### src/logic/acsr_pkg.sv
// package for the converter control and serial readout block
// holds word layout, timing figures and shared types; no logic
package acsr_pkg;

  // ------------------------------------------------------------------
  // result word layout
  // ------------------------------------------------------------------
  localparam int WORD_BITS = 24;
  localparam int CODE_BITS = 22;
  localparam int OVH_POS = 22;
  localparam int OVL_POS = 23;
  localparam int SIGN_POS = 21;
  localparam logic [4:0] WORD_BITS_5 = 5'h18;
  localparam logic [4:0] LAST_FALL_CNT = 5'h18;
  localparam logic [4:0] BIT_CNT_IDLE = 5'h00;
  localparam logic [4:0] BIT_CNT_FIRST = 5'h01;
  // sample limits in lsb units: +ref-1lsb and -ref
  localparam logic signed [23:0] CODE_POS_LIMIT = 24'sh1F_FFFF;
  localparam logic signed [23:0] CODE_NEG_LIMIT = 24'shE0_0000;

  // ------------------------------------------------------------------
  // timing
  // ------------------------------------------------------------------
  localparam int CLK_PERIOD_NS = 40;
  localparam int PWRUP_TIME_US = 300;
  localparam int PWRUP_CYCLES_DEF = (PWRUP_TIME_US * 1000 + CLK_PERIOD_NS - 1) / CLK_PERIOD_NS;
  localparam int SETTLE_TICKS = 32;
  localparam int CONV_TICKS_DEF = 1024;
  localparam int FIFO_DEPTH = 8;

  // ------------------------------------------------------------------
  // types
  // ------------------------------------------------------------------
  typedef struct packed {
    logic overflow_low_flag;
    logic overflow_high_flag;
    logic [CODE_BITS-1:0] code;
  } acsr_word_s;

  typedef enum logic [2:0] {
    ST_SHUTDOWN,
    ST_SETTLE,
    ST_CONVERT,
    ST_SLEEP
  } acsr_state_e;

endpackage : acsr_pkg

### src/logic/acsr_fifo.sv
// flip-flop fifo with valid/ready on both sides and a synchronous flush
// assumes one clock domain; flush wins over a push in the same cycle
`timescale 1ns/1ps
`default_nettype none
module acsr_fifo #(
  parameter int WIDTH = 24,
  parameter int DEPTH = 8
) (
  input wire logic clk,
  input wire logic arst_n,
  input wire logic flush,
  input wire logic in_valid,
  output logic in_ready,
  input wire logic [WIDTH-1:0] in_data,
  output logic out_valid,
  input wire logic out_ready,
  output logic [WIDTH-1:0] out_data
);
  localparam int AW = $clog2(DEPTH);

  logic [WIDTH-1:0] mem_reg [DEPTH];
  logic [AW-1:0] wr_ptr_reg;
  logic [AW-1:0] rd_ptr_reg;
  logic [AW:0] count_reg;
  wire logic push = in_valid & in_ready;
  wire logic pop = out_valid & out_ready;

  assign in_ready = (count_reg != (AW+1)'(DEPTH));
  assign out_valid = (count_reg != '0);
  assign out_data = mem_reg[rd_ptr_reg];

  always_ff @(posedge clk or negedge arst_n) begin
    if (!arst_n) begin
      wr_ptr_reg <= '0;
      rd_ptr_reg <= '0;
      count_reg <= '0;
    end else if (flush) begin
      wr_ptr_reg <= '0;
      rd_ptr_reg <= '0;
      count_reg <= '0;
    end else begin
      if (push) wr_ptr_reg <= (wr_ptr_reg == AW'(DEPTH-1)) ? '0 : wr_ptr_reg + 1'b1;
      if (pop) rd_ptr_reg <= (rd_ptr_reg == AW'(DEPTH-1)) ? '0 : rd_ptr_reg + 1'b1;
      count_reg <= count_reg + (AW+1)'(push) - (AW+1)'(pop);
    end
  end

  // storage needs no reset; entries are only read once written
  genvar gi;
  generate
    for (gi = 0; gi < DEPTH; gi++) begin : g_entry
      always_ff @(posedge clk) begin
        if (push && wr_ptr_reg == AW'(gi)) mem_reg[gi] <= in_data;
      end
    end
  endgenerate

endmodule : acsr_fifo
`default_nettype wire

### src/logic/acsr_top.sv
// conversion control and three-wire serial readout of a 22-bit converter
// chip select and serial clock come from the host and are resynchronised;
// the filter result arrives as a signed sample on SAMPLE_CODE.
//
// Notes on behaviour
// - result word is 24 bits, 22 data
// - line high converting, low when ready
// - line released while chip select high
// - bit 22 set above reference minus lsb
// - bit 23 set below negative reference
// - bits 21..0 two's complement, bit 21 sign
// - chip select fall in shutdown starts conversion
// - rise mid-conversion: finish, then single mode
// - later fall in same conversion starts nothing
// - single result read low, lost on rise
// - single mode: line high after 25th clock
// - single mode: busy latched at select fall
// - continuous: results queue in the fifo during a transfer, else replace the buffer; a full fifo stalls conversion
// - buffer frozen until all 24 bits out
// - rise never shortens; discards all data
// - ready indication waits for transfer end
// - lsb held until 25th falling clock
// - continuous ready updates dynamically
// - select held low: continuous, 300 us start
// - wait 32 oscillator periods before converting
`timescale 1ns/1ps
`default_nettype none
module acsr_top
  import acsr_pkg::*;
#(
  parameter int PWRUP_CYCLES = PWRUP_CYCLES_DEF,
  parameter int CONV_TICKS = CONV_TICKS_DEF
) (
  input wire logic SYS_CLK,
  input wire logic ARST_N,
  input wire logic CHIP_SELECT_LOW_ACTIVE_N,
  input wire logic SCK,
  input wire logic signed [WORD_BITS-1:0] SAMPLE_CODE,
  output logic DATA_OUT_READY_LINE_O,
  output logic DATA_OUT_READY_LINE_OE_N,
  output logic BUSY,
  output logic SHUTDOWN,
  output logic SINGLE_MODE,
  output logic DATA_READY
);

  // ------------------------------------------------------------------
  // internal oscillator model
  // ------------------------------------------------------------------
  // one oscillator period spans the power-up wait divided by its ticks,
  // so the 32-tick settle lands on the 300 us figure
  localparam int OSC_DIV = (PWRUP_CYCLES + SETTLE_TICKS - 1) / SETTLE_TICKS;
  localparam logic [15:0] OSC_LAST = 16'(OSC_DIV - 1);
  localparam logic [5:0] SETTLE_LAST = 6'(SETTLE_TICKS - 1);
  localparam logic [23:0] CONV_LAST = 24'(CONV_TICKS - 1);

  // ------------------------------------------------------------------
  // pin synchronisers
  // ------------------------------------------------------------------
  logic cs_q1_reg, cs_q2_reg, cs_q3_reg, cs_lvl_reg;
  logic sck_q1_reg, sck_q2_reg, sck_q3_reg, sck_lvl_reg;

  always_ff @(posedge SYS_CLK or negedge ARST_N) begin
    if (!ARST_N) begin
      cs_q1_reg <= 1'b1;
      cs_q2_reg <= 1'b1;
      cs_q3_reg <= 1'b1;
      cs_lvl_reg <= 1'b1;
      // reset at the low level so an idle-low clock gives no false fall
      sck_q1_reg <= 1'b0;
      sck_q2_reg <= 1'b0;
      sck_q3_reg <= 1'b0;
      sck_lvl_reg <= 1'b0;
    end else begin
      cs_q1_reg <= CHIP_SELECT_LOW_ACTIVE_N;
      cs_q2_reg <= cs_q1_reg;
      cs_q3_reg <= cs_q2_reg;
      cs_lvl_reg <= (cs_q2_reg == cs_q3_reg) ? cs_q3_reg : cs_lvl_reg;
      sck_q1_reg <= SCK;
      sck_q2_reg <= sck_q1_reg;
      sck_q3_reg <= sck_q2_reg;
      sck_lvl_reg <= (sck_q2_reg == sck_q3_reg) ? sck_q3_reg : sck_lvl_reg;
    end
  end

  wire logic cs_agree = (cs_q2_reg == cs_q3_reg);
  wire logic cs_fall = cs_agree & cs_lvl_reg & ~cs_q3_reg;
  wire logic cs_rise = cs_agree & ~cs_lvl_reg & cs_q3_reg;
  wire logic sck_agree = (sck_q2_reg == sck_q3_reg);
  wire logic sck_fall = sck_agree & sck_lvl_reg & ~sck_q3_reg;
  wire logic selected = ~cs_lvl_reg;

  // ------------------------------------------------------------------
  // conversion sequencer
  // ------------------------------------------------------------------
  acsr_state_e state_reg, state_next;
  logic [15:0] osc_cnt_reg;
  logic [5:0] settle_cnt_reg;
  logic [23:0] conv_cnt_reg;
  logic single_reg;

  wire logic osc_tick = (osc_cnt_reg == OSC_LAST);
  wire logic in_settle = (state_reg == ST_SETTLE);
  wire logic in_convert = (state_reg == ST_CONVERT);
  wire logic settle_done = in_settle & osc_tick & (settle_cnt_reg == SETTLE_LAST);
  wire logic conv_end = in_convert & osc_tick & (conv_cnt_reg == CONV_LAST);
  // a single conversion that ends with select high has nobody to read it
  wire logic keep_result = ~(single_reg & cs_lvl_reg);
  logic fifo_in_ready;
  wire logic fifo_push = conv_end & keep_result;
  // a full fifo stalls the final tick, so a full fifo never drops a result
  wire logic conv_finish = conv_end & (fifo_in_ready | ~keep_result);
  wire logic start_conv = (state_reg == ST_SHUTDOWN) & selected;

  always_comb begin
    state_next = state_reg;
    case (state_reg)
      ST_SHUTDOWN: if (start_conv) state_next = ST_SETTLE;
      ST_SETTLE: if (settle_done) state_next = ST_CONVERT;
      ST_CONVERT: begin
        // a rise only marks single mode; the conversion still runs out
        if (conv_finish) begin
          if (!single_reg) state_next = ST_CONVERT;
          else if (selected) state_next = ST_SLEEP;
          else state_next = ST_SHUTDOWN;
        end
      end
      ST_SLEEP: if (cs_rise) state_next = ST_SHUTDOWN;
      default: state_next = ST_SHUTDOWN;
    endcase
  end

  always_ff @(posedge SYS_CLK or negedge ARST_N) begin
    if (!ARST_N) begin
      state_reg <= ST_SHUTDOWN;
      single_reg <= 1'b0;
    end else begin
      state_reg <= state_next;
      if (start_conv) single_reg <= 1'b0;
      else if (cs_rise && (in_settle || in_convert)) single_reg <= 1'b1;
    end
  end

  // oscillator held in reset during shutdown and sleep
  always_ff @(posedge SYS_CLK or negedge ARST_N) begin
    if (!ARST_N) begin
      osc_cnt_reg <= '0;
      settle_cnt_reg <= '0;
      conv_cnt_reg <= '0;
    end else begin
      if (!(in_settle || in_convert) || osc_tick) osc_cnt_reg <= '0;
      else osc_cnt_reg <= osc_cnt_reg + 16'h0001;
      if (!in_settle) settle_cnt_reg <= '0;
      else if (osc_tick) settle_cnt_reg <= settle_cnt_reg + 6'h01;
      if (!in_convert || conv_finish) conv_cnt_reg <= '0;
      else if (osc_tick && !conv_end) conv_cnt_reg <= conv_cnt_reg + 24'h00_0001;
    end
  end

  // ------------------------------------------------------------------
  // result formatting
  // ------------------------------------------------------------------
  acsr_word_s fmt_word;
  assign fmt_word.overflow_high_flag = (SAMPLE_CODE > CODE_POS_LIMIT);
  assign fmt_word.overflow_low_flag = (SAMPLE_CODE < CODE_NEG_LIMIT);
  // no saturation: low 22 bits pass as is, sample bit 21 stays the sign
  assign fmt_word.code = SAMPLE_CODE[CODE_BITS-1:0];

  // ------------------------------------------------------------------
  // result fifo and output buffer
  // ------------------------------------------------------------------
  logic [4:0] bit_cnt_reg;
  acsr_word_s out_word_reg;
  acsr_word_s fifo_word;
  logic buf_ready_reg;
  logic fifo_out_valid;
  logic rdy_latch_reg;

  wire logic shifting = (bit_cnt_reg != BIT_CNT_IDLE);
  wire logic shift_start = sck_fall & selected & buf_ready_reg & ~shifting;
  wire logic shift_step = sck_fall & selected & shifting;
  wire logic shift_last = shift_step & (bit_cnt_reg == LAST_FALL_CNT);
  // the buffer reloads only between transfers, and always from the oldest queued result
  wire logic fifo_out_ready = ~shifting & ~shift_start & ~cs_rise;
  wire logic buf_load = fifo_out_valid & fifo_out_ready;

  acsr_fifo #(
    .WIDTH(WORD_BITS),
    .DEPTH(FIFO_DEPTH)
  ) u_fifo (
    .clk(SYS_CLK),
    .arst_n(ARST_N),
    .flush(cs_rise),
    .in_valid(fifo_push),
    .in_ready(fifo_in_ready),
    .in_data(fmt_word),
    .out_valid(fifo_out_valid),
    .out_ready(fifo_out_ready),
    .out_data(fifo_word)
  );

  always_ff @(posedge SYS_CLK or negedge ARST_N) begin
    if (!ARST_N) begin
      out_word_reg <= '0;
      buf_ready_reg <= 1'b0;
    end else if (cs_rise) begin
      out_word_reg <= '0;
      buf_ready_reg <= 1'b0;
    end else if (shift_last) begin
      buf_ready_reg <= 1'b0;
    end else if (buf_load) begin
      out_word_reg <= fifo_word;
      buf_ready_reg <= 1'b1;
    end
  end

  // ------------------------------------------------------------------
  // serial shifter
  // ------------------------------------------------------------------
  // falls 1..24 put bit 23..0 out; fall 25 ends the transfer
  always_ff @(posedge SYS_CLK or negedge ARST_N) begin
    if (!ARST_N) begin
      bit_cnt_reg <= BIT_CNT_IDLE;
    end else if (cs_rise || shift_last) begin
      bit_cnt_reg <= BIT_CNT_IDLE;
    end else if (shift_start || shift_step) begin
      bit_cnt_reg <= bit_cnt_reg + BIT_CNT_FIRST;
    end
  end

  // single mode shows the busy state seen at the select fall
  always_ff @(posedge SYS_CLK or negedge ARST_N) begin
    if (!ARST_N) begin
      rdy_latch_reg <= 1'b1;
    end else if (cs_fall) begin
      rdy_latch_reg <= ~buf_ready_reg;
    end else if (shift_last) begin
      rdy_latch_reg <= 1'b1;
    end
  end

  // ------------------------------------------------------------------
  // pin drive
  // ------------------------------------------------------------------
  logic [4:0] bit_idx;
  logic line_next;
  logic oe_n_next;
  logic cur_bit;
  logic shift_vis;
  logic single_next;

  assign bit_idx = WORD_BITS_5 - bit_cnt_next_view();
  assign cur_bit = out_word_reg[bit_idx];

  function automatic logic [4:0] bit_cnt_next_view();
    logic [4:0] v;
    v = bit_cnt_reg;
    if (shift_start || shift_step) v = bit_cnt_reg + BIT_CNT_FIRST;
    if (shift_last || cs_rise) v = BIT_CNT_IDLE;
    return v;
  endfunction : bit_cnt_next_view

  assign shift_vis = (bit_cnt_next_view() != BIT_CNT_IDLE);
  assign single_next = start_conv ? 1'b0 :
                       ((cs_rise && (in_settle || in_convert)) ? 1'b1 : single_reg);

  always_comb begin
    oe_n_next = cs_q3_reg | ~cs_agree ? cs_lvl_reg | cs_rise : 1'b0;
    if (cs_rise) oe_n_next = 1'b1;
    else if (cs_fall) oe_n_next = 1'b0;
    else oe_n_next = cs_lvl_reg;
    if (shift_vis) line_next = cur_bit;
    else if (single_next) line_next = cs_fall ? ~buf_ready_reg :
                                      (shift_last ? 1'b1 : rdy_latch_reg);
    else if (shift_last) line_next = 1'b1;
    else line_next = ~(buf_ready_reg | buf_load);
    if (oe_n_next) line_next = 1'b0;
  end

  always_ff @(posedge SYS_CLK or negedge ARST_N) begin
    if (!ARST_N) begin
      DATA_OUT_READY_LINE_O <= 1'b0;
      DATA_OUT_READY_LINE_OE_N <= 1'b1;
      BUSY <= 1'b0;
      SHUTDOWN <= 1'b1;
      SINGLE_MODE <= 1'b0;
      DATA_READY <= 1'b0;
    end else begin
      DATA_OUT_READY_LINE_O <= line_next;
      DATA_OUT_READY_LINE_OE_N <= oe_n_next;
      BUSY <= (state_next == ST_SETTLE) || (state_next == ST_CONVERT);
      SHUTDOWN <= (state_next == ST_SHUTDOWN);
      SINGLE_MODE <= single_next;
      DATA_READY <= buf_ready_reg;
    end
  end

endmodule : acsr_top
`default_nettype wire

### config.mk
export PLATFORM = sky130hd
export DESIGN_NAME = acsr_top
export DESIGN_NICKNAME = d
export VERILOG_FILES = /design/src/logic/acsr_pkg.sv /design/src/logic/acsr_fifo.sv /design/src/logic/acsr_top.sv
export SDC_FILE = /design/constraint.sdc
export NUM_CORES = 1
export LEC_CHECK = 0
export BUFFER_PORTS_ARGS = -buffer_cell sky130_fd_sc_hd__buf_4
export CORE_UTILIZATION = 50
export CTS_CLUSTER_SIZE = 25
export DETAILED_ROUTE_END_ITERATION = 10
export GPL_TIMING_DRIVEN = 0
export PLACE_DENSITY = 0.69
export SYNTH_ARGS = -nofsm -noshare
export SYNTH_HDL_FRONTEND = slang
export SYNTH_HIERARCHICAL = 1
export SYNTH_SLANG_ARGS = --single-unit
### constraint.sdc
create_clock -name SYS_CLK -period 3.85 [get_ports SYS_CLK]
set_clock_uncertainty 0.2 [all_clocks]
set_input_delay 0.385 -clock SYS_CLK [delete_from_list [all_inputs] [get_ports SYS_CLK]]
set_output_delay 0.385 -clock SYS_CLK [all_outputs]
set_load 0.02 [all_outputs]
==> run_summary.xml, run 1 <==
<?xml version="1.0" encoding="UTF-8"?>
<metrics>
  <group name="pwr">
    <metric name="p_per_area" unit="nW/um^2">440</metric>
    <metric name="netSwitchingPower" unit="mW">1.32</metric>
    <metric name="p_sw_share" unit="%">20.6</metric>
    <metric name="power_frac_clock" unit="%">43.5</metric>
    <metric name="pwr-share-comb" unit="%">2.9</metric>
    <metric name="seq_power_share" unit="%">53.7</metric>
    <metric name="cell_internal_pwr" unit="mW">5.09</metric>
    <metric name="irDropWorstVdd" unit="mV">0.403</metric>
    <metric name="finalPower" unit="mW">6.41</metric>
    <metric name="cellLeakagePower" unit="nW">5.20</metric>
  </group>
  <group name="floorplanning">
    <metric name="die_width" unit="um">161</metric>
    <metric name="die-height" unit="um">161</metric>
    <metric name="die_area" unit="sq um">25800</metric>
    <metric name="core_region_area" unit="sq um">24500</metric>
    <metric name="pin_count" unit="">34</metric>
    <metric name="placement_rows" unit="">57</metric>
    <metric name="initial_utilization" unit="%">51.4</metric>
  </group>
  <group name="setup_path">
    <metric name="setup.worst_path.start_class" unit="">flip-flop</metric>
    <metric name="r2r.worst_path.cells" unit="">13</metric>
    <metric name="cells_along_the_critical_path" unit="">nor4_1 &gt; nand3_1 &gt; or4_4 &gt; a21oi_4 &gt; and2_1 &gt; buf_2 &gt; inv_1 &gt; ha_1 &gt; inv_1 &gt; ha_1 &gt; fa_1 &gt; xnor2_1 &gt; nor2_1</metric>
    <metric name="worst-path-max-fanout" unit="">10</metric>
    <metric name="worst_r2r_endpoint" unit="">u_fifo/count_reg[2]$_DFF_PN0_</metric>
    <metric name="setup.worst_path.class" unit="">reg2reg</metric>
    <metric name="setup.reg_to_reg.worst_slack" unit="ps">210</metric>
    <metric name="path_delay_family" unit="">simple AND/OR/NAND/NOR gates</metric>
    <metric name="critical-path-slowest-cell" unit="">sky130_fd_sc_hd__or4_4</metric>
    <metric name="crit_path_max_cell_delay" unit="ps">590</metric>
    <metric name="crit_arrival" unit="ps">3870</metric>
    <metric name="critical_path.reg2reg.startpoint" unit="">conv_cnt_reg[21]$_DFFE_PN0P_</metric>
    <metric name="worstPathBufferInverterCount" unit="">3</metric>
    <metric name="crit_required" unit="ps">4080</metric>
    <metric name="timing.critical_path.to_type" unit="">flip-flop</metric>
  </group>
  <group name="sta">
    <metric name="fmaxAchievable" unit="GHz">0.274</metric>
    <metric name="report.final.hold_viol_count" unit="">0</metric>
    <metric name="maxSlewViolCount" unit="">0</metric>
    <metric name="setup_violations" unit="">0</metric>
    <metric name="fin_crit" unit="ps">3640</metric>
    <metric name="final.hold.worst_slack" unit="ps">132</metric>
    <metric name="worst_slew_pin_slew" unit="ps">901</metric>
    <metric name="final.period_utilization" unit="%">94.7</metric>
    <metric name="rsz0062_at_grt" unit="">false</metric>
    <metric name="timing.max_slew.rel_slack" unit="%">39.4</metric>
    <metric name="setup_ws" unit="ps">205</metric>
  </group>
  <group name="final_layout">
    <metric name="fin_area" unit="sq um">14600</metric>
    <metric name="largest_register_ffs" unit="">192</metric>
    <metric name="count_of_antenna_diodes_in_the_layout" unit="">0</metric>
    <metric name="flow.area_growth_from_synthesis" unit="%">15.8</metric>
    <metric name="register_area" unit="sq um">8380</metric>
    <metric name="final_layout_size_suffix_gt1_share" unit="%">20.9</metric>
    <metric name="utilization" unit="%">59.5</metric>
    <metric name="nNetsFinal" unit="">964</metric>
    <metric name="multi_input_area" unit="sq um">3980</metric>
    <metric name="fill_cells" unit="">1858</metric>
  </group>
  <group name="synth">
    <metric name="synth_fp_nets" unit="">869</metric>
    <metric name="synth_seq_cells" unit="">296</metric>
    <metric name="ys_async_sr_fraction" unit="%">35.1</metric>
    <metric name="yosys-top-cells-area" unit="">sky130_fd_sc_hd__edfxtp_1 46%, sky130_fd_sc_hd__dfrtp_1 19%, sky130_fd_sc_hd__mux4_2 8.6%</metric>
    <metric name="ys_seq_area_share" unit="%">66.7</metric>
    <metric name="syn-mean-instance-area" unit="sq um">15.3</metric>
    <metric name="synthesis.area" unit="sq um">12600</metric>
    <metric name="netlist.area_leader.share" unit="%">45.9</metric>
    <metric name="edff_count_synth" unit="">192</metric>
    <metric name="yosys_warnings" unit="">6</metric>
    <metric name="postSynth.topFlopCell" unit="">sky130_fd_sc_hd__edfxtp_1</metric>
    <metric name="synthDistinctLibCells" unit="">65</metric>
    <metric name="synth_top_cell_by_area" unit="">sky130_fd_sc_hd__edfxtp_1</metric>
    <metric name="cell_count_after_synthesis" unit="">819</metric>
  </group>
  <group name="clocking">
    <metric name="cts_num_sinks" unit="">296</metric>
    <metric name="cts_tree" unit="">yes</metric>
    <metric name="clock_tree.root_cell" unit="">sky130_fd_sc_hd__clkbuf_16</metric>
    <metric name="clk_latency" unit="ps">570</metric>
    <metric name="number_of_buffers_inserted_during_clock_tree_synthesis" unit="">30</metric>
    <metric name="maximum_buffer_depth_of_the_clock_tree" unit="">3</metric>
    <metric name="clock_tree.htree_level_count" unit="">1</metric>
    <metric name="cts.reportedPaths.clkPinSlew" unit="ps">60</metric>
  </group>
  <group name="worst_hold_path">
    <metric name="startpoint_of_the_tightest_hold_check_path" unit="">SAMPLE_CODE[22]</metric>
    <metric name="hold-path-endpoint" unit="">u_fifo/mem_reg[0][22]$_DFFE_PP_</metric>
    <metric name="holdPathStages" unit="">3</metric>
    <metric name="min_path_type" unit="">in2reg</metric>
  </group>
  <group name="global_routing">
    <metric name="grt.overflow.total" unit="">0</metric>
    <metric name="first_global_vias" unit="">7119</metric>
    <metric name="grt_start_max_net_pins" unit="">105</metric>
    <metric name="all_layer_gr_usage" unit="%">19.4</metric>
    <metric name="first_pass_grt_wire_length" unit="um">38800</metric>
    <metric name="number_of_antenna_violations_at_the_first_check_in_global_routing" unit="">0</metric>
  </group>
  <group name="detailed_routing">
    <metric name="dr.first_iter.drc_count" unit="">458</metric>
    <metric name="routed-via-count" unit="">6926</metric>
    <metric name="drc_errors" unit="">0</metric>
    <metric name="drtPass1Iterations" unit="">4</metric>
    <metric name="route.antenna.remaining_nets" unit="">0</metric>
    <metric name="detail_route.wirelength" unit="um">23900</metric>
    <metric name="routedWlPerCell" unit="um">19.0</metric>
    <metric name="vias_per_cell" unit="">5.49</metric>
  </group>
  <group name="placed_design">
    <metric name="portbufs" unit="">33</metric>
    <metric name="placedInstanceArea" unit="sq um">13200</metric>
    <metric name="dp_worst_setup_slack" unit="ps">-369</metric>
    <metric name="detailedPlacementHpwl" unit="um">14200</metric>
    <metric name="place_congestion" unit="">0.762</metric>
  </group>
  <group name="outcome">
    <metric name="status" unit="">completed</metric>
  </group>
  <group name="job">
    <metric name="drv.max_cap_violation_count" unit="">0</metric>
  </group>
</metrics>
## worst max-delay path by stage
| stage | from | endpoint | slack [ps] | cells after the start |
|---|---|---|---|---|
| global placement | osc_cnt_reg[11]$_DFF_PN0_ | u_fifo/mem_reg[0][20]$_DFFE_PP_ | -780 | 7 |
| detailed placement | osc_cnt_reg[11]$_DFF_PN0_ | u_fifo/count_reg[2]$_DFF_PN0_ | -370 | 13 |
| global route | conv_cnt_reg[19]$_DFFE_PN0P_ | u_fifo/count_reg[2]$_DFF_PN0_ | 6 | 13 |
| finish | conv_cnt_reg[21]$_DFFE_PN0P_ | u_fifo/count_reg[2]$_DFF_PN0_ | 210 | 13 |
| floorplan | osc_cnt_reg[0]$_DFF_PN0_ | u_fifo/count_reg[2]$_DFF_PN0_ | 260 | 15 |
| CTS | osc_cnt_reg[0]$_DFF_PN0_ | u_fifo/count_reg[2]$_DFF_PN0_ | 60 | 15 |
## per-layer routing
metal | vias to the layer above | wire length, um | track usage [%]
li1 | 3252 | - | -
met1 | 3531 | 10500 | 26.2
met3 | 34 | 865 | 2.82
met4 | 0 | 459 | 5.02
met5 | - | 0 | 0
met2 | 109 | 12100 | 33.1
## kinds of logic after synthesis
kind of cell / Yosys count / share of synthesized area, %
adder cells (fa/ha/maj): 23 / 2.33
flip-flops: 296 / 66.7
buffers and inverters: 57 / 2.11
multiplexers: 88 / 13.2
XOR/XNOR: 40 / 2.79
AO/OA/AOI/OAI: 78 / 3.59
other: 1 / 0.0298
AND/OR/NAND/NOR: 236 / 9.31
## worst min-delay path, cell delays in order
cell	delay, ps
sky130_fd_sc_hd__buf_4	110
sky130_fd_sc_hd__nor2_1	90
sky130_fd_sc_hd__nor2_1	120
## cells in the final DEF, fill, tap and decap left out, drive strengths merged, types with 4 or more instances in the layout
cell,n
o21ai,40
and3,17
clkbuf,67
edfxtp,192
nor3,6
xnor2,23
nor4,4
inv,23
and2,5
nor2,61
or3,9
nand2b,7
clkinv,9
mux2i,8
mux2,26
dfrtp,97
nor2b,4
nand3,23
mux4,54
nand4,9
dlygate4sd3,27
dfstp,7
xor2,17
nand2,72
ha,21
buf,49
a21oi,19
## repair_timing
action | 4_1_cts | 5_1_grt
pin swaps | 1 | 1
endpoints found under the hold margin | 273 | 4
setup endpoints to repair | 147 | 2
gates resized for setup | 4 | 4
hold buffers | 26 | 1
buffers inserted | 1 | 1
## final cells by class
cell class	instances	area share (%)
Buffer	35	1.26
Clock buffer	45	5.82
Clock inverter	11	0.748
Inverter	22	0.568
Multi-Input combinational cell	466	27.4
Sequential cell	296	57.6
Tap cell	324	2.79
Timing Repair Buffer	63	3.88
## synthesized netlist by cell type, drive strengths merged (8+ instances only)
cell	instances
a21oi	19
and3	17
buf	13
clkbuf	22
dfrtp	97
edfxtp	192
ha	21
inv	22
mux2	26
mux2i	8
mux4	54
nand2	72
nand3	23
nand4	9
nor2	61
o21ai	40
or3	9
xnor2	23
xor2	17
## per-stage QoR
stage,setup TNS [ps],std cells
6_report,0,1262
4_1_cts,0,1259
2_1_floorplan,0,819
5_1_grt,0,1262
3_3_place_gp,-128510,1176
3_5_place_dp,-32750,1176
## power by group through the flow
stage	sequential (mW)	combinational, mW	clock, mW
floorplan	3.51	0.0527	0
global placement	3.50	0.156	0
detailed placement	3.50	0.160	0
CTS	3.44	0.182	2.85
global route	3.44	0.205	2.99
finish	3.44	0.184	2.78
Power figures use the tool's default switching activity.
==> inputs of run 2 (changes only) <==
--- a/config.mk
+++ b/config.mk
@@ -5,12 +5,15 @@
 export SDC_FILE = /design/constraint.sdc
 export NUM_CORES = 1
 export LEC_CHECK = 0
+export ABC_AREA = 1
 export BUFFER_PORTS_ARGS = -buffer_cell sky130_fd_sc_hd__buf_4
-export CORE_UTILIZATION = 50
+export CELL_PAD_IN_SITES_DETAIL_PLACEMENT = 1
+export CELL_PAD_IN_SITES_GLOBAL_PLACEMENT = 1
+export CORE_UTILIZATION = 44
 export CTS_CLUSTER_SIZE = 25
 export DETAILED_ROUTE_END_ITERATION = 10
 export GPL_TIMING_DRIVEN = 0
-export PLACE_DENSITY = 0.69
+export PLACE_DENSITY_LB_ADDON = 0.1
 export SYNTH_ARGS = -nofsm -noshare
 export SYNTH_HDL_FRONTEND = slang
 export SYNTH_HIERARCHICAL = 1
==> run 2 against run 1 <==
  * Final cell count is 71% higher
  * Non-clock buffer count is 31 higher
  * Synthesized area is 15% higher
  * Clock power is 14% higher
  * Worst hold slack worse by 82 ps
  * Combinational power is 4% higher
  * Critical endpoint is now u_fifo/mem_reg[2][5]$_DFFE_PP_
  * Largest cell class unchanged
  * Highest routed layer unchanged
==> run_summary.xml, run 2 <==
<?xml version="1.0" encoding="UTF-8"?>
<metrics>
  <group name="outcome">
    <metric name="status" unit="">completed</metric>
  </group>
  <group name="global_routing">
    <metric name="all_layer_gr_usage" unit="%">23.6</metric>
    <metric name="grt.overflow.total" unit="">0</metric>
    <metric name="number_of_antenna_violations_at_the_first_check_in_global_routing" unit="">1</metric>
    <metric name="first_pass_grt_wire_length" unit="um">60600</metric>
    <metric name="grt_start_max_net_pins" unit="">105</metric>
    <metric name="first_global_vias" unit="">11300</metric>
  </group>
  <group name="setup_path">
    <metric name="path_delay_family" unit="">simple AND/OR/NAND/NOR gates</metric>
    <metric name="crit_arrival" unit="ps">3590</metric>
    <metric name="worstPathBufferInverterCount" unit="">5</metric>
    <metric name="setup.reg_to_reg.worst_slack" unit="ps">270</metric>
    <metric name="setup.worst_path.class" unit="">reg2reg</metric>
    <metric name="r2r.worst_path.cells" unit="">12</metric>
    <metric name="worst_r2r_endpoint" unit="">u_fifo/mem_reg[2][5]$_DFFE_PP_</metric>
    <metric name="crit_path_end" unit="">u_fifo/mem_reg[2][5]$_DFFE_PP_</metric>
    <metric name="setup.worst_path.start_class" unit="">flip-flop</metric>
    <metric name="critical_path_cell_count" unit="">12</metric>
    <metric name="timing.critical_path.from" unit="">conv_cnt_reg[0]$_DFFE_PN0P_</metric>
    <metric name="worst-path-max-fanout" unit="">10</metric>
    <metric name="crit_path_max_cell_delay" unit="ps">500</metric>
    <metric name="timing.critical_path.to_type" unit="">flip-flop</metric>
    <metric name="critical-path-slowest-cell" unit="">sky130_fd_sc_hd__nor3_4</metric>
    <metric name="cells_along_the_critical_path" unit="">ha_1 &gt; nand3_2 &gt; inv_1 &gt; nand2_1 &gt; nor3_2 &gt; inv_1 &gt; a21oi_2 &gt; nand2_1 &gt; buf_4 &gt; nor3_4 &gt; buf_6 &gt; buf_6</metric>
    <metric name="crit_required" unit="ps">3860</metric>
    <metric name="critical_path.reg2reg.startpoint" unit="">conv_cnt_reg[0]$_DFFE_PN0P_</metric>
  </group>
  <group name="sta">
    <metric name="worst_slew_pin_slew" unit="ps">1040</metric>
    <metric name="maxSlewViolCount" unit="">0</metric>
    <metric name="report.final.hold_viol_count" unit="">0</metric>
    <metric name="rsz0062_at_grt" unit="">false</metric>
    <metric name="final.period_utilization" unit="%">93.0</metric>
    <metric name="final.hold.worst_slack" unit="ps">49.3</metric>
    <metric name="setup_violations" unit="">0</metric>
    <metric name="timing.max_slew.rel_slack" unit="%">30.7</metric>
    <metric name="setup_ws" unit="ps">269</metric>
    <metric name="fmaxAchievable" unit="GHz">0.279</metric>
    <metric name="fin_crit" unit="ps">3580</metric>
  </group>
  <group name="floorplanning">
    <metric name="die_width" unit="um">183</metric>
    <metric name="core_region_area" unit="sq um">31900</metric>
    <metric name="placement_rows" unit="">65</metric>
    <metric name="die-height" unit="um">183</metric>
    <metric name="die_area" unit="sq um">33500</metric>
    <metric name="initial_utilization" unit="%">45.2</metric>
    <metric name="pin_count" unit="">34</metric>
  </group>
  <group name="detailed_routing">
    <metric name="drtPass1Iterations" unit="">5</metric>
    <metric name="vias_per_cell" unit="">5.06</metric>
    <metric name="routedWlPerCell" unit="um">17.8</metric>
    <metric name="routed-via-count" unit="">10900</metric>
    <metric name="drc_errors" unit="">0</metric>
    <metric name="detail_route.wirelength" unit="um">38300</metric>
    <metric name="dr.first_iter.drc_count" unit="">531</metric>
    <metric name="route.antenna.remaining_nets" unit="">0</metric>
  </group>
  <group name="synth">
    <metric name="synthTopCellsByCount" unit="">476 x sky130_fd_sc_hd__nand2_1, 268 x sky130_fd_sc_hd__inv_1, 204 x sky130_fd_sc_hd__nand3_1</metric>
    <metric name="netlist.area_leader.share" unit="%">40.0</metric>
    <metric name="cell_count_after_synthesis" unit="">1581</metric>
    <metric name="ys_async_sr_fraction" unit="%">35.1</metric>
    <metric name="yosys_warnings" unit="">6</metric>
    <metric name="postSynth.topFlopCell" unit="">sky130_fd_sc_hd__edfxtp_1</metric>
    <metric name="ys_seq_area_share" unit="%">58.2</metric>
    <metric name="synth_top_cell_by_area" unit="">sky130_fd_sc_hd__edfxtp_1</metric>
    <metric name="synth.most_common_cell" unit="">sky130_fd_sc_hd__nand2_1</metric>
    <metric name="edff_count_synth" unit="">192</metric>
    <metric name="synth_fp_nets" unit="">1631</metric>
    <metric name="yosys-top-cells-area" unit="">sky130_fd_sc_hd__edfxtp_1 40%, sky130_fd_sc_hd__dfrtp_1 17%, sky130_fd_sc_hd__nand2_1 12%</metric>
    <metric name="syn-mean-instance-area" unit="sq um">9.11</metric>
    <metric name="synth_seq_cells" unit="">296</metric>
    <metric name="synthDistinctLibCells" unit="">47</metric>
    <metric name="synthesis.area" unit="sq um">14400</metric>
  </group>
  <group name="pwr">
    <metric name="pwr-share-comb" unit="%">2.8</metric>
    <metric name="netSwitchingPower" unit="mW">1.43</metric>
    <metric name="irDropWorstVdd" unit="mV">0.278</metric>
    <metric name="p_per_area" unit="nW/um^2">405</metric>
    <metric name="cellLeakagePower" unit="nW">7.77</metric>
    <metric name="cell_internal_pwr" unit="mW">5.38</metric>
    <metric name="power_frac_clock" unit="%">46.8</metric>
    <metric name="p_sw_share" unit="%">21.0</metric>
    <metric name="seq_power_share" unit="%">50.4</metric>
  </group>
  <group name="placed_design">
    <metric name="placedInstanceArea" unit="sq um">15400</metric>
    <metric name="detailedPlacementHpwl" unit="um">26300</metric>
    <metric name="place.detailed.instances" unit="">2061</metric>
    <metric name="place_congestion" unit="">0.833</metric>
    <metric name="dp_worst_setup_slack" unit="ps">-208</metric>
    <metric name="portbufs" unit="">33</metric>
  </group>
  <group name="worst_hold_path">
    <metric name="min_path_type" unit="">in2reg</metric>
    <metric name="holdPathStages" unit="">2</metric>
  </group>
  <group name="clocking">
    <metric name="maximum_buffer_depth_of_the_clock_tree" unit="">3</metric>
    <metric name="clk_latency" unit="ps">520</metric>
    <metric name="cts_num_sinks" unit="">296</metric>
    <metric name="clock_tree.htree_level_count" unit="">2</metric>
    <metric name="cts_tree" unit="">yes</metric>
    <metric name="cts.reportedPaths.clkPinSlew" unit="ps">60</metric>
    <metric name="number_of_buffers_inserted_during_clock_tree_synthesis" unit="">36</metric>
    <metric name="clock_tree.root_cell" unit="">sky130_fd_sc_hd__clkbuf_16</metric>
    <metric name="postCtsSetupBuffers" unit="">0</metric>
  </group>
  <group name="final_layout">
    <metric name="mostFrequentLayoutCell" unit="">sky130_fd_sc_hd__nand2_1</metric>
    <metric name="leading_cell_types_in_the_layout_fill_and_taps_excluded" unit="">476 x sky130_fd_sc_hd__nand2_1, 268 x sky130_fd_sc_hd__inv_1, 203 x sky130_fd_sc_hd__nand3_1, 192 x sky130_fd_sc_hd__edfxtp_1, 97 x sky130_fd_sc_hd__dfrtp_1</metric>
    <metric name="fin_area" unit="sq um">16800</metric>
    <metric name="largest_register_ffs" unit="">192</metric>
    <metric name="final_layout_size_suffix_gt1_share" unit="%">11.5</metric>
    <metric name="nNetsFinal" unit="">1740</metric>
    <metric name="flow.area_growth_from_synthesis" unit="%">16.8</metric>
    <metric name="fill_cells" unit="">3662</metric>
    <metric name="utilization" unit="%">52.7</metric>
    <metric name="post_layout_nonfiller_instances" unit="">2152</metric>
  </group>
  <group name="job">
    <metric name="drv.max_cap_violation_count" unit="">0</metric>
  </group>
</metrics>
[run 2: layout make-up]
class,instances,area (sq um),share of cell area (%)
sequential,296,8380,49.8
multi-input combinational,947,4700,28.0
inverter,280,1050,6.26
clock buffer,42,945,5.62
timing repair buffer,71,672,4.00
tap,435,544,3.24
buffer,58,350,2.08
clock inverter,22,170,1.01
antenna,1,2.50,0.0149
[run 2: layer usage]
| layer | vias to the layer above | part of all wire (%) | GRT usage, % |
|---|---|---|---|
| met1 | 5332 | 44 | 30.4 |
| met3 | 74 | 4.3 | 3.49 |
| met4 | 0 | 3.1 | 8.57 |
| li1 | 5297 | - | - |
| met2 | 195 | 49 | 40.6 |
| met5 | - | 0 | 0 |
[run 2: per-stage QoR]
step / setup TNS (ps) / power (mW)
global route: 0 / 7.03
detailed placement: -2560 / 3.66
floorplan: -41720 / 3.56
finish: 0 / 6.81
CTS: 0 / 6.89
global placement: -398620 / 3.66
[run 2: power groups by stage]
stage	logic [mW]	registers (mW)	clock network (mW)
after floorplan	0.0566	3.50	0
after global placement	0.163	3.49	0
after detailed placement	0.170	3.49	0
after CTS	0.189	3.43	3.27
after global routing	0.212	3.43	3.38
final	0.191	3.43	3.18
[run 2: how the worst min path moves through the flow]
| stage | startpoint | to | slack, ps |
|---|---|---|---|
| floorplan | ARST_N | BUSY$_DFF_PN0_ | -110 |
| global placement | sck_q1_reg$_DFF_PN0_ | sck_q2_reg$_DFF_PN0_ | 140 |
| detailed placement | sck_q1_reg$_DFF_PN0_ | sck_q2_reg$_DFF_PN0_ | 140 |
| CTS | SAMPLE_CODE[23] | u_fifo/mem_reg[0][22]$_DFFE_PP_ | 30 |
| global route | SAMPLE_CODE[23] | u_fifo/mem_reg[0][22]$_DFFE_PP_ | 70 |
| finish | SAMPLE_CODE[23] | u_fifo/mem_reg[0][22]$_DFFE_PP_ | 50 |
[run 2: cells by family (layout without fill, tap and decap cells)]
family                   count (synthesis)  in the layout  share of synthesized area, %
AND/OR/NAND/NOR                        851            851                          26.9
buffers and inverters                  338            473                          9.73
flip-flops                             296            296                          58.2
AO/OA/AOI/OAI                           52             52                          1.91
adder cells (fa/ha/maj)                 22             22                          1.96
XOR/XNOR                                21             21                          1.28
other                                    1              2                        0.0260
[run 2: repair_timing]
item	4_1_cts	5_1_grt
gates resized for setup	5	3
setup endpoints to repair	69	10
endpoints found under the hold margin	178	97
hold buffers	24	1
cloned	0	0
